File: src/design/wsup_pkg.sv
package wsup_pkg;
    // Counter and register widths
    localparam int              CTR_W          = 7;
    localparam int              PRE_W          = 14;
    // Reset values of control and window registers
    localparam logic [6:0]      CTRL_RST       = 7'h7f;
    localparam logic [6:0]      WIN_RST        = 7'h7f;
    // Control write field positions
    localparam int              ACT_POS        = 7;
    localparam int              TOP_POS        = 6;
    // Prescaler period in source clock cycles
    localparam int              PRE_PERIOD     = 16384;
    localparam logic [13:0]     PRE_LAST       = 14'(PRE_PERIOD - 1);
    // Clock rate and reset pulse length
    localparam int              CLK_MHZ        = 25;
    localparam int              RST_PULSE_NS   = 30000;
    localparam int              RST_CYC        = (RST_PULSE_NS * CLK_MHZ + 999) / 1000;
    localparam logic [9:0]      RST_LAST       = 10'(RST_CYC - 1);
    // Restart delays after wake-up, in CPU clocks
    localparam logic [11:0]     WAKE_SHORT     = 12'h0ff;
    localparam logic [11:0]     WAKE_LONG      = 12'hfff;
    // Counter threshold where top bit clears
    localparam logic [6:0]      TOP_EDGE       = 7'h40;
endpackage : wsup_pkg

File: src/design/wsup_pulse.sv
`timescale 1ns/1ps
`default_nettype none
// Stretches a one-cycle trigger into a fixed low pulse on the reset line
module wsup_pulse (
    // Clock and reset
    input  wire logic       clk,
    input  wire logic       rst,
    // Trigger and output
    input  wire logic       trig,
    output logic            rst_n_out
);
    import wsup_pkg::*;

    typedef struct packed {
        logic       busy;   // Pulse in progress
        logic [9:0] elapsed; // Cycles since pulse start
        logic       outn;   // Registered reset line level
    } wsup_pul_s;
    wsup_pul_s q, d;

    // Next state: start on trigger, hold low for RST_CYC cycles
    always_comb begin
        d = q;
        if (q.busy) begin
            if (q.elapsed == RST_LAST) begin
                d.busy = 1'b0;
                d.outn = 1'b1;
            end else begin
                d.elapsed = q.elapsed + 10'h001;
            end
        end else if (trig) begin
            d.busy = 1'b1;
            d.elapsed = 10'h000;
            d.outn = 1'b0;
        end
    end

    // State register
    always_ff @(posedge clk) begin
        if (rst) begin
            q <= '{busy: 1'b0, elapsed: 10'h000, outn: 1'b1};
        end else begin
            q <= d;
        end
    end

    assign rst_n_out = q.outn;
endmodule : wsup_pulse
`default_nettype wire

File: src/design/wsup_top.sv
`timescale 1ns/1ps
`default_nettype none
module wsup_top (
    // Clock and reset
    input  wire logic       REF_CLK,
    input  wire logic       RESET,
    // Source clock enable for the prescaler
    input  wire logic       SRC_CLK_EN,
    // Option straps
    input  wire logic       HW_ACTIVE_OPT,
    input  wire logic       RESET_ON_HALT_OPT,
    // Control register write port
    input  wire logic       CTRL_WR,
    input  wire logic [7:0] CTRL_WDATA,
    // Window register write port
    input  wire logic       WIN_WR,
    input  wire logic [6:0] WIN_WDATA,
    // CPU power state events
    input  wire logic       HALT_ENTER,
    input  wire logic       ACT_HALT_ENTER,
    input  wire logic       WAKE_IRQ,
    input  wire logic       WAKE_LONG_SEL,
    // Register readback
    output logic [7:0]      CTRL_RDATA,
    output logic [6:0]      WIN_RDATA,
    // Chip reset line, active low
    output logic            CHIP_RESET_N,
    // Halt allowed to proceed
    output logic            HALT_GRANT
);
    import wsup_pkg::*;

    typedef enum logic [1:0] {WS_RUN, WS_HALT_LAST, WS_STOP, WS_WAKE} wsup_mode_e;

    typedef struct packed {
        logic [13:0] pre;       // Prescaler phase
        logic [6:0]  step_count;// Downcounter
        logic [6:0]  win;       // Window value
        logic        act;       // Software activation
        wsup_mode_e  mode;      // Power mode tracking
        logic        act_halt;  // Stopped by active halt
        logic [11:0] wake;      // Restart delay counter
        logic        trig;      // Reset trigger this cycle
        logic        grant;     // Halt granted
        logic [7:0]  rd_ctrl;   // Control readback register
        logic [6:0]  rd_win;    // Window readback register
        logic        rd_grant;  // Registered halt grant output
    } wsup_s;
    wsup_s q, d;

    logic active;       // Watchdog able to reset
    logic tick;         // Prescaler period end
    logic counting;     // Counter allowed to decrement
    logic trig_pre;     // Pending reset trigger
    logic rst_n_w;      // Pulse stretcher output

    assign active   = HW_ACTIVE_OPT | q.act;
    assign tick     = SRC_CLK_EN && (q.pre == PRE_LAST);
    assign counting = (q.mode == WS_RUN) || (q.mode == WS_HALT_LAST);

    // Next state of the whole watchdog
    always_comb begin
        d        = q;
        trig_pre = 1'b0;
        d.grant  = 1'b0;
        // Prescaler runs freely, writes never touch its phase
        if (SRC_CLK_EN) begin
            d.pre = q.pre + 14'h0001;
        end
        // Decrement on each tick while counting, regardless of enable
        if (tick && counting) begin
            d.step_count = q.step_count - 7'h01;
            if (q.step_count == TOP_EDGE && active) begin
                trig_pre = 1'b1;
            end
            if (q.mode == WS_HALT_LAST) begin
                d.mode = WS_STOP;
            end
        end
        // Window write used by later checks and by the window readback
        if (WIN_WR) begin
            d.win = WIN_WDATA;
        end
        // Control write: window check on the old counter value
        if (CTRL_WR) begin
            if (CTRL_WDATA[ACT_POS]) begin
                d.act = 1'b1;
            end
            if ((HW_ACTIVE_OPT | CTRL_WDATA[ACT_POS] | q.act) && !CTRL_WDATA[TOP_POS]) begin
                trig_pre = 1'b1;
            end
            if (active && (q.step_count > q.win)) begin
                trig_pre = 1'b1;
            end
            d.step_count = CTRL_WDATA[6:0];
        end
        // Power mode sequencing
        unique case (q.mode)
            WS_RUN: begin
                if (HALT_ENTER) begin
                    if (active && RESET_ON_HALT_OPT) begin
                        trig_pre = 1'b1;
                    end else begin
                        d.mode    = WS_HALT_LAST;
                        d.grant   = 1'b1;
                    end
                end else if (ACT_HALT_ENTER) begin
                    d.mode     = WS_STOP;
                    d.act_halt = 1'b1;
                    d.grant    = 1'b1;
                end
            end
            WS_HALT_LAST: begin
                if (WAKE_IRQ) begin
                    d.mode = WS_WAKE;
                    d.wake = WAKE_LONG_SEL ? WAKE_LONG : WAKE_SHORT;
                end
            end
            WS_STOP: begin
                if (WAKE_IRQ) begin
                    if (q.act_halt) begin
                        d.mode = WS_RUN;
                    end else begin
                        d.mode = WS_WAKE;
                        d.wake = WAKE_LONG_SEL ? WAKE_LONG : WAKE_SHORT;
                    end
                    d.act_halt = 1'b0;
                end
            end
            WS_WAKE: begin
                if (q.wake == 12'h000) begin
                    d.mode = WS_RUN;
                end else begin
                    d.wake = q.wake - 12'h001;
                end
            end
        endcase
        d.trig = trig_pre;
        // Readback and grant outputs lag the state by one cycle
        d.rd_ctrl  = {q.act, q.step_count};
        d.rd_win   = q.win;
        d.rd_grant = q.grant;
    end

    // State register with documented reset values
    always_ff @(posedge REF_CLK) begin
        if (RESET) begin
            q <= '{pre: 14'h0000, step_count: CTRL_RST, win: WIN_RST, act: 1'b0,
                   mode: WS_RUN, act_halt: 1'b0, wake: 12'h000, trig: 1'b0, grant: 1'b0,
                   rd_ctrl: {1'b0, CTRL_RST}, rd_win: WIN_RST, rd_grant: 1'b0};
        end else begin
            q <= d;
        end
    end

    // Reset pulse generator
    wsup_pulse u_pulse (
        .clk       (REF_CLK),
        .rst       (RESET),
        .trig      (q.trig),
        .rst_n_out (rst_n_w)
    );

    // Outputs straight from registers: readback and grant from the state register, reset line from the pulse stretcher
    assign CTRL_RDATA   = q.rd_ctrl;
    assign WIN_RDATA    = q.rd_win;
    assign HALT_GRANT   = q.rd_grant;
    assign CHIP_RESET_N = rst_n_w;
endmodule : wsup_top
`default_nettype wire

File: config.mk
export PLATFORM = sky130hd
export DESIGN_NAME = wsup_top
export DESIGN_NICKNAME = d
export VERILOG_FILES = /design/src/design/wsup_pkg.sv /design/src/design/wsup_pulse.sv /design/src/design/wsup_top.sv
export SDC_FILE = /design/constraint.sdc
export NUM_CORES = 1
export LEC_CHECK = 0
export ABC_AREA = 1
export ABC_CLOCK_PERIOD_IN_PS = 1400
export BUFFER_PORTS_ARGS = -buffer_cell sky130_fd_sc_hd__buf_2
export CORE_UTILIZATION = 31
export DETAILED_ROUTE_END_ITERATION = 10
export MAX_ROUTING_LAYER = met4
export PLACE_DENSITY = 0.56
export SLEW_MARGIN = 20
export SYNTH_ARGS = -nofsm -noshare
export SYNTH_HDL_FRONTEND = slang
export SYNTH_SLANG_ARGS = --single-unit
File: constraint.sdc
create_clock -name REF_CLK -period 1.4 [get_ports REF_CLK]
set_input_delay 0.07 -clock REF_CLK [delete_from_list [all_inputs] [get_ports REF_CLK]]
set_output_delay 0.07 -clock REF_CLK [all_outputs]
set_load 0.01 [all_outputs]
* Word level (Yosys, flattened, before mapping) *
Cells that the tools add are included.

word-level totals
  register bits after elaboration = 74
  output and inout port bits = 17
  input bits = 26
  word-level logic and storage cells = 93

cells by class
  mux-type cells = 35
  $add $sub $neg = 4
  reduce and logical (&&, ||, !) cells = 20
  bitwise operators = 4
  order comparisons = 1
  equality and inequality tests = 14

operators with widths
  operator                                             number
  2-to-1 mux 12 bit                                    6
  one-hot mux 12 bit (3 select lines)                  1
  != test 2 bit (second input constant)                8
  2-to-1 mux 15 bit                                    1
  adder 14 x 1 -> 14 bit (second input constant)       1
  equality test 14 bit (second input constant)         1
  2-to-1 mux 1 bit                                     14
  2-to-1 mux 2 bit                                     7
  2-to-1 mux 7 bit                                     2
  zero test 12 bit                                     1
  subtractor 12 x 1 -> 12 bit (second input constant)  1
  adder 10 x 1 -> 10 bit (second input constant)       1
  equality test 10 bit (second input constant)         1
  2-to-1 mux 10 bit                                    1
  one-hot mux 2 bit (4 select lines)                   1
  equality test 7 bit (second input constant)          1
  greater-than comparator 7 bit                        1
  subtractor 7 x 1 -> 7 bit (second input constant)    1
  logical AND 1 bit                                    6
  AND reduction 2 bit                                  3
  nonzero test 2 bit                                   3
  AND reduction 5 bit                                  1
  equality test 2 bit (second input constant)          2
  AND reduction 4 bit                                  1
  other kinds (10)                                     12

* Depth between registers and ports, before layout *
Gate-level depths: netlist of the first run.

  depth after elaboration = 10
  gate-level depth with buffers = 12
  mapped depth without buffers = 12

* By module *
From an unflattened synthesis of the first run, not the netlist that was laid out.

second synthesis, totals
  cell total of the unflattened synthesis = 565
  area, all modules = 3896.2 um^2

by module, submodules not included
  module      times used  area each (um^2)  cells each  sequential area each (um^2)
  wsup_top    1           3185.6            455         1241.2
  wsup_pulse  1           710.7             110         240.2

* Least setup slack after synthesis of the first run *
OpenSTA, ideal clock, no wires.

  path kind = register to register
  from = register q[48] (netlist name)
  to = register q, in the netlist d[12]
  library setup time = 79 ps
  required time = 1321 ps
  stages on the path, launching flop included = 10
  buffers on the path = 0
  path slack = -13 ps
  data arrival time = 1334 ps
  clock period less this slack = 1413 ps
  cells stage by stage = dfxtp_1 ha_1 nand3_2 nor2_4 nand3_2 nor2_2 nand3_2 nor2_2 nand2_1 o211ai_1

on the way
  cells in the longest elaborated chain, start to end = 4

RTL lines
  what                                 line             source
  start: declaration                   wsup_top.sv:49   wsup_s q, d;
  start signal: assignment             wsup_top.sv:148  q <= '{pre: 14'h0000, step_count: CTRL_RST, win: WIN_RST, act: 1'b0,
  equality test 14 bit                 wsup_top.sv:58   assign tick = SRC_CLK_EN && (q.pre == PRE_LAST);
  logical AND 1 bit                    wsup_top.sv:58
  logical AND 1 bit                    wsup_top.sv:71   if (tick && counting) begin
  nonzero test 2 bit (no source line)  --

No other way between the ends.
A chain may end at the register's enable or synchronous reset.

* Worst setup path after layout of the first run *
  from = register q[18] (netlist name)
  to = register q[22] (netlist name)

on the way
  cells in the longest elaborated chain, start to end = 3
  elaborated cells between the ends (all ways) = 6
  classes of those cells = add/sub (1); eq/ne (1); mux (2); reduce/logical (2)

RTL lines
  what                                                                               line
  subtractor 12 x 1 -> 12 bit / zero test 12 bit (equally long branches)             wsup_top.sv:134, wsup_top.sv:131
  2-to-1 mux 12 bit / != test 2 bit (equally long branches)                          --
  one-hot mux 12 bit (3 select lines) / AND reduction 5 bit (equally long branches)  --

Parallel ways exist; a longest one is shown, timed or not. The select of a mux whose other input is x is not followed.

==> results of run 1 <==
-- flip-flops by register name, summed over array words and instances (netlist names) --
name and cells:
q 30, d 16, u_pulse.q 11, CTRL_RDATA 8
WIN_RDATA 7, HALT_GRANT 1, u_pulse.rst_n_out 1
-- metrics by stage --
stage	power, mW	instance area, um2	setup slack, ps	util
2_1_floorplan	3.46	3740	-0.315	-
3_3_place_gp	3.85	4190	-107	0.362
3_5_place_dp	3.89	4190	-138	0.362
4_1_cts	6.89	4930	-108	0.426
5_1_grt	7.61	5370	-156	0.464
6_report	7.24	5370	-88.7	0.464
-- timing repair --
| item | 4_1_cts | 5_1_grt |
|---|---|---|
| hold endpoints to repair | 12 | 0 |
| setup buffers | 8 | 8 |
| gates cloned | 2 | 0 |
| endpoints found under the setup margin | 29 | 37 |
| pin swaps | 21 | 47 |
| resized for setup | 42 | 114 |
| hold buffers | 12 | 0 |
-- worst max path at each step --
stage | to | slack, ps | cells past startpoint
2_1_floorplan | d[8]$_SDFFE_PP1P_ | -0.3 | 9
3_3_place_gp | q[17]$_SDFF_PP0_ | -110 | 9
3_5_place_dp | q[17]$_SDFF_PP0_ | -140 | 9
4_1_cts | q[17]$_SDFF_PP0_ | -110 | 9
5_1_grt | q[28]$_SDFFE_PP0P_ | -160 | 8
6_report | q[22]$_SDFFE_PP0P_ | -90 | 9
-- cell usage in the layout, fill, tap and decap left out, types with 4 or more instances in the layout --
| cell | count |
|---|---|
| nor2_1 | 25 |
| nand3_4 | 4 |
| nand2_4 | 11 |
| nor3_1 | 6 |
| nand4_1 | 5 |
| clkbuf_16 | 9 |
| ha_1 | 4 |
| a21oi_2 | 11 |
| buf_2 | 42 |
| nand2_1 | 94 |
| inv_2 | 15 |
| nand3_2 | 15 |
| nor2_2 | 10 |
| dfxtp_1 | 57 |
| ha_4 | 9 |
| o21ai_2 | 4 |
| o21ai_1 | 8 |
| buf_12 | 4 |
| inv_1 | 54 |
| a21oi_1 | 43 |
| buf_4 | 40 |
| xor2_1 | 6 |
| o211ai_1 | 6 |
| nand3_1 | 26 |
| o21ai_0 | 22 |
| dfxtp_2 | 16 |
| dlygate4sd3_1 | 12 |
| nor2_4 | 10 |
| nand2_2 | 14 |
-- layout make-up --
cell class | count | area, um2
Tap cell | 143 | 179
Clock inverter | 7 | 124
Fill cell | 1119 | 6200
Timing Repair Buffer | 102 | 759
Multi-Input combinational cell | 351 | 2290
Sequential cell | 74 | 1510
Clock buffer | 9 | 225
Inverter | 72 | 285
-- routing by layer --
layer / vias to the layer above / GRT usage / routed length, um / part of all wire
met5: - / - / 0 / 0
met4: 0 / 0.0838 / 281 / 0.029
met3: 21 / 0.0283 / 301 / 0.031
met2: 73 / 0.270 / 4970 / 0.51
met1: 1674 / 0.183 / 4250 / 0.43
li1: 1863 / - / - / -
-- critical path: stages (launching register included) --
cell and delay (ps):
dfxtp_2 340, inv_2 60, ha_1 230, nand3_2 120
inv_2 60, or2_2 270, nand3_1 70, nand3_1 70
nand2_1 80, a21oi_2 60
-- cell families (layout without fill, tap and decap cells) --
| family | after synthesis | in the layout |
|---|---|---|
| simple gates | 226 | 227 |
| flops | 74 | 74 |
| xor+xnor | 7 | 7 |
| buf+inv | 102 | 190 |
| compound gates | 103 | 103 |
| fa+ha+maj | 14 | 14 |
-- power by group --
part / switching (mW) / total (mW) / internal [mW]
Combinational: 1.17 / 2.05 / 0.884
Clock: 0.971 / 2.73 / 1.76
Sequential: 0.165 / 2.46 / 2.29
Total: 2.30 / 7.24 / 4.93
==> results.md, run 1 <==
- CP Launch Point: q[18]$_SDFFE_PP0P_
- Worst-skew pair later-pin latency: roughly 340 ps
- Slew at the pin with the worst max-slew slack: about 380 ps
- Max_slew headroom: 0.743
- Max_cap viols: 0
- Final Instance Count excl. Fillers: about 760
- GR Overflow Total: 0
- Final Worst Setup Slack: -88.7 ps
- Top_reg_cell synth: dfxtp_1
- Static Leak: roughly 2.2 nW
- Reg2reg end: q[22]$_SDFFE_PP0P_
- CP endpoint kind: register
- Hold path endpoint: q[48]$_SDFFE_PP0P_
- CP Max Fanout: 4
- F_max: 672 MHz
- Post-route ant nets: 0
- Crit path required time: 1620 ps
- Post-Syn Nets: 566
- Power density cells: 1350 mW/mm2
- Vias per inst: approximately 4.8
- First-pass GRT wire length: approximately 16 mm
- Crit path time final: ~1500 ps
- I/O pins: 43
- CP Class: register to register
- Number of diodes: 0
- Count leader, synth: nand2_1
- Clk slew on worst S/H paths: around 60 ps
- Total global-route track usage: 0.161
- Largest net degree at the start of global routing: 41
- Hpwl dp: approximately 6 mm
- Placed Cells incl. Taps: about 710
- Peak supply drop: 0.000585 V
- Drt pass-1 iters: 7
- Post-synth EDFFs: 0
- R2R Setup Slk: -90 ps
- Post-synthesis adder-cell area fraction: 0.0469
- Min-delay src: SRC_CLK_EN
- CP startpoint kind: register
- Hold Worst Slack: ~44 ps
- Initial antenna violation count: 0
- RSZ-0062 raised after global routing: yes
- CTS tree: built
- Wire per inst: about 13 um
- Reg2reg start: q[18]$_SDFFE_PP0P_
- Die footprint: roughly 0.012 mm2
- Final Max Slew Viols: 0
- Port bufs: 42
- FF+latch count, synth: 74
- Async S/R FF share, synth: 0
- CTS Root Cell: clkbuf_16
- Hold Fails Final Rpt: 0
- Clk buf depth: 2
- Most frequent cells after synthesis: nand2_1, dfxtp_1, inv_1
- Die X: between 100 and 150 um
- Final period utilization: 1.06
- Post-synth top area share: 0.397
- Largest cells by area after synthesis: dfxtp_1, nand2_1, a21oi_1
- Vias in the first global route: roughly 3500
- DRT Wirelength: 9.80 mm
- CTS sink count: 74
- Core area: approximately 0.012 mm2
- Proportion of synthesized area in mux cells: 0
- Num CTS Buffers: 9
- Min-Delay Path Class: input port to register
- Die H: around 110 um
- Mapped cell area: 0.00373 mm2
- Layout cells sized above 1: 0.387
- Critical Path AT: about 1700 ps
- Initial Util: 0.323
- FF-to-FF path depth: 9
- Cells after Synth: around 530
- Post-synthesis compound-gate area fraction: 0.149
- Setup TNS: -831 ps
- Final count of negative-setup-slack endpoints: 19
- CTS HTree Levels: 3
- Avg Inst Size Synth: roughly 7.1 um2
- Yosys warnings: 0
- Skew final: between 8 and 9 ps
- Main combinational cell family by area after synthesis: simple AND/OR/NAND/NOR gates
- Status: finished with violations
- Placer Congestion: between 0.8 and 0.9
- Post-synthesis xor/xnor area fraction: 0.0164
- # rows: 39
- Yosys top cell by area: dfxtp_1
- Fin nets: 650
- Hold depth: 2
- Synth unique cells: 35
- Synth Area in Simple Gates: 0.266
- DR vias: between 3000 and 4000
- DRT iter0 DRCs: approximately 170
- Sequential-to-total area share from yosys stat: 0.397
- Synthesis-to-finish area growth: 43.7%
- DRC: 6
- Failing checks: DRC, setup timing
Note: power is estimated with default switching activity, not from simulation.
==> run 2: changes to the inputs <==
- BUFFER_PORTS_ARGS: -buffer_cell sky130_fd_sc_hd__buf_2 -> default
- DONT_BUFFER_PORTS: default -> 1
- PLACE_DENSITY: 0.56 -> 0.53
==> results.md, run 2 (synthesis gave the netlist of run 1 again) <==
- Peak supply drop: 0.000622 V (was 0.000585 V)
- Critical Path AT: 1720 ps (was 1710 ps)
- CTS Root Cell: clkbuf_16 (unchanged)
- Min-delay src: SRC_CLK_EN (unchanged)
- Switching Fraction: 0.319 (was 0.318)
- DRT iter0 DRCs: 91 (was 172)
- Switching Power: 2.30 mW (about the same)
- R2R Setup Slk: -90 ps (about the same)
- Most common cell after layout, fill and taps aside: nand2_1 (unchanged)
- Core area: 0.0116 mm2 (unchanged)
- Fin nets: 633 (was 650)
- Top reg by flops: q (unchanged)
- Total global-route track usage: 0.165 (was 0.161)
- GR Overflow Total: 0 (unchanged)
- Initial Util: 0.323 (unchanged)
- # rows: 39 (unchanged)
- Largest net degree at the start of global routing: 41 (unchanged)
- Wire per inst: 13.5 um (was 12.9 um)
- I/O pins: 43 (unchanged)
- Flop pwr share: 0.340 (about the same)
- Reg2reg end: q[18]$_SDFFE_PP0P_ (was q[22]$_SDFFE_PP0P_)
- Drt pass-1 iters: 7 (unchanged)
- Layout cells sized above 1: 0.379 (was 0.387)
- Max_slew headroom: 0.692 (was 0.743)
- CTS HTree Levels: 3 (unchanged)
- First-pass GRT wire length: 15.8 mm (was 15.7 mm)
- Placer Congestion: 0.795 (was 0.857)
- Hold depth: 2 (unchanged)
- Hpwl dp: 6.21 mm (was 6.18 mm)
- FF-to-FF path depth: 10 (was 9)
- Clock power frac: 0.344 (was 0.377)
- Worst-skew pair later-pin latency: 340 ps (about the same)
- Num CTS Buffers: 9 (unchanged)
- DR vias: 3566 (was 3631)
- Max_cap viols: 0 (unchanged)
- Static Leak: 2.25 nW (was 2.22 nW)
- Die H: 112 um (unchanged)
- Skew final: 8.60 ps (was 8.10 ps)
- Die X: 112 um (unchanged)
- DP Worst Slack: -147 ps (was -138 ps)
- Final period utilization: 1.07 (was 1.06)
- CTS sink count: 74 (unchanged)
- Final Worst Setup Slack: -92.3 ps (was -88.7 ps)
- Setup TNS: -1590 ps (was -831 ps)
- Vias in the first global route: 3427 (was 3507)
- CP endpoint kind: register (unchanged)
- Reg2reg start: q[18]$_SDFFE_PP0P_ (unchanged)
- Post-route core utilization: 0.470 (was 0.464)
- Clk slew on worst S/H paths: 60 ps (about the same)
- Final Max Slew Viols: 0 (unchanged)
- Post-route ant nets: 0 (unchanged)
- Slew at the pin with the worst max-slew slack: 461 ps (was 383 ps)
- Initial antenna violation count: 0 (unchanged)
- Final count of negative-setup-slack endpoints: 34 (was 19)
- Power, Total: 7.22 mW (was 7.24 mW)
- Min-Delay Path Class: input port to register (unchanged)
- Hold Fails Final Rpt: 1 (was 0)
- Clk buf depth: 2 (unchanged)
- Crit path required time: 1630 ps (was 1620 ps)
- Status: finished with violations (unchanged)
- Crit path time final: 1490 ps (about the same)
- Max FFs per register: 30 (unchanged)
- CP Class: register to register (unchanged)
- Most frequent cells in the layout: nand2_1, dfxtp_1, inv_1 (unchanged)
- Port bufs: 0 (was 42)
- Synthesis-to-finish area growth: 45.7% (was 43.7%)
- CP startpoint kind: register (unchanged)
- Power density cells: 1330 mW/mm2 (was 1350 mW/mm2)
- F_max: 670 MHz (was 672 MHz)
- CTS tree: built (unchanged)
- Int Pwr: 4.92 mW (was 4.93 mW)
- CP Max Fanout: 7 (was 4)
- Failing checks: DRC, hold timing, setup timing (was DRC, setup timing)
- Vias per inst: 4.82 (was 4.79)
- DRT Wirelength: 10.0 mm (was 9.80 mm)
- Hold path endpoint: q[49]$_SDFFE_PP0P_ (was q[48]$_SDFFE_PP0P_)
- Comb pwr share: 0.316 (was 0.283)
- DRC: 5 (was 6)
- Hold Worst Slack: -62.4 ps (was 43.8 ps)
- Die footprint: 0.0125 mm2 (unchanged)
- Number of diodes: 0 (unchanged)
- RSZ-0062 raised after global routing: yes (unchanged)
[run 2: through the flow]
| stage | hold slack, ps | instances | area (um2) |
|---|---|---|---|
| 2_1_floorplan | 192 | 526 | 3740 |
| 3_3_place_gp | 147 | 680 | 4030 |
| 3_5_place_dp | 149 | 680 | 4030 |
| 4_1_cts | 9.68 | 729 | 4900 |
| 5_1_grt | -57.8 | 740 | 5440 |
| 6_report | -62.4 | 740 | 5440 |
[run 2: routing by layer]
metal  up-vias  track usage  share of wire
li1       1824            -              -
met1      1661        0.184           0.44
met2        68        0.278           0.50
met3        13       0.0468          0.042
met4         0       0.0613          0.015
met5         -            -              0
[run 2: power by group through the flow]
stage          registers [mW]  logic (mW)  clock network, mW
2_1_floorplan            2.41        1.05                  0
3_3_place_gp             2.45        1.44                  0
3_5_place_dp             2.45        1.47                  0
4_1_cts                  2.43        1.83               2.55
5_1_grt                  2.47        2.50               2.64
6_report                 2.46        2.29               2.48
[run 2: critical path: stages (launching register included)]
cell and delay, ps:
dfxtp_2 340, inv_4 80, ha_4 140, nand2_2 50, nor3_2 190, nand2_2 100
nand2_4 110, buf_12 130, nand2_8 80, o21ai_2 120, nor2_1 50
[run 2: repair_timing]
item | CTS | global route
cloned | 3 | 0
setup endpoints to repair | 29 | 39
resized for setup | 53 | 134
hold endpoints to repair | 45 | 1
hold buffers | 22 | 1
pin swaps | 20 | 52
setup buffers | 9 | 13
[run 2: area by class of cell]
class,count,area [um2]
clock buffer,10,239
clock inverter,5,78.8
fill,1087,6120
inverter,72,285
multi-input combinational,352,2400
sequential,74,1500
tap,143,179
timing repair buffer,84,759
[run 2: worst max path at each step]
| stage | from | end | slack, ps | cells after the start |
|---|---|---|---|---|
| finish | q[18]$_SDFFE_PP0P_ | q[18]$_SDFFE_PP0P_ | -90 | 10 |
| floorplan | q[48]$_SDFFE_PP0P_ | d[8]$_SDFFE_PP1P_ | -0.3 | 9 |
| detailed placement | q[49]$_SDFFE_PP0P_ | q[17]$_SDFF_PP0_ | -150 | 9 |
| global placement | q[49]$_SDFFE_PP0P_ | q[17]$_SDFF_PP0_ | -130 | 9 |
| CTS | q[49]$_SDFFE_PP0P_ | q[17]$_SDFF_PP0_ | -110 | 9 |
| global route | q[48]$_SDFFE_PP0P_ | d[13]$_SDFFE_PP1P_ | -210 | 10 |
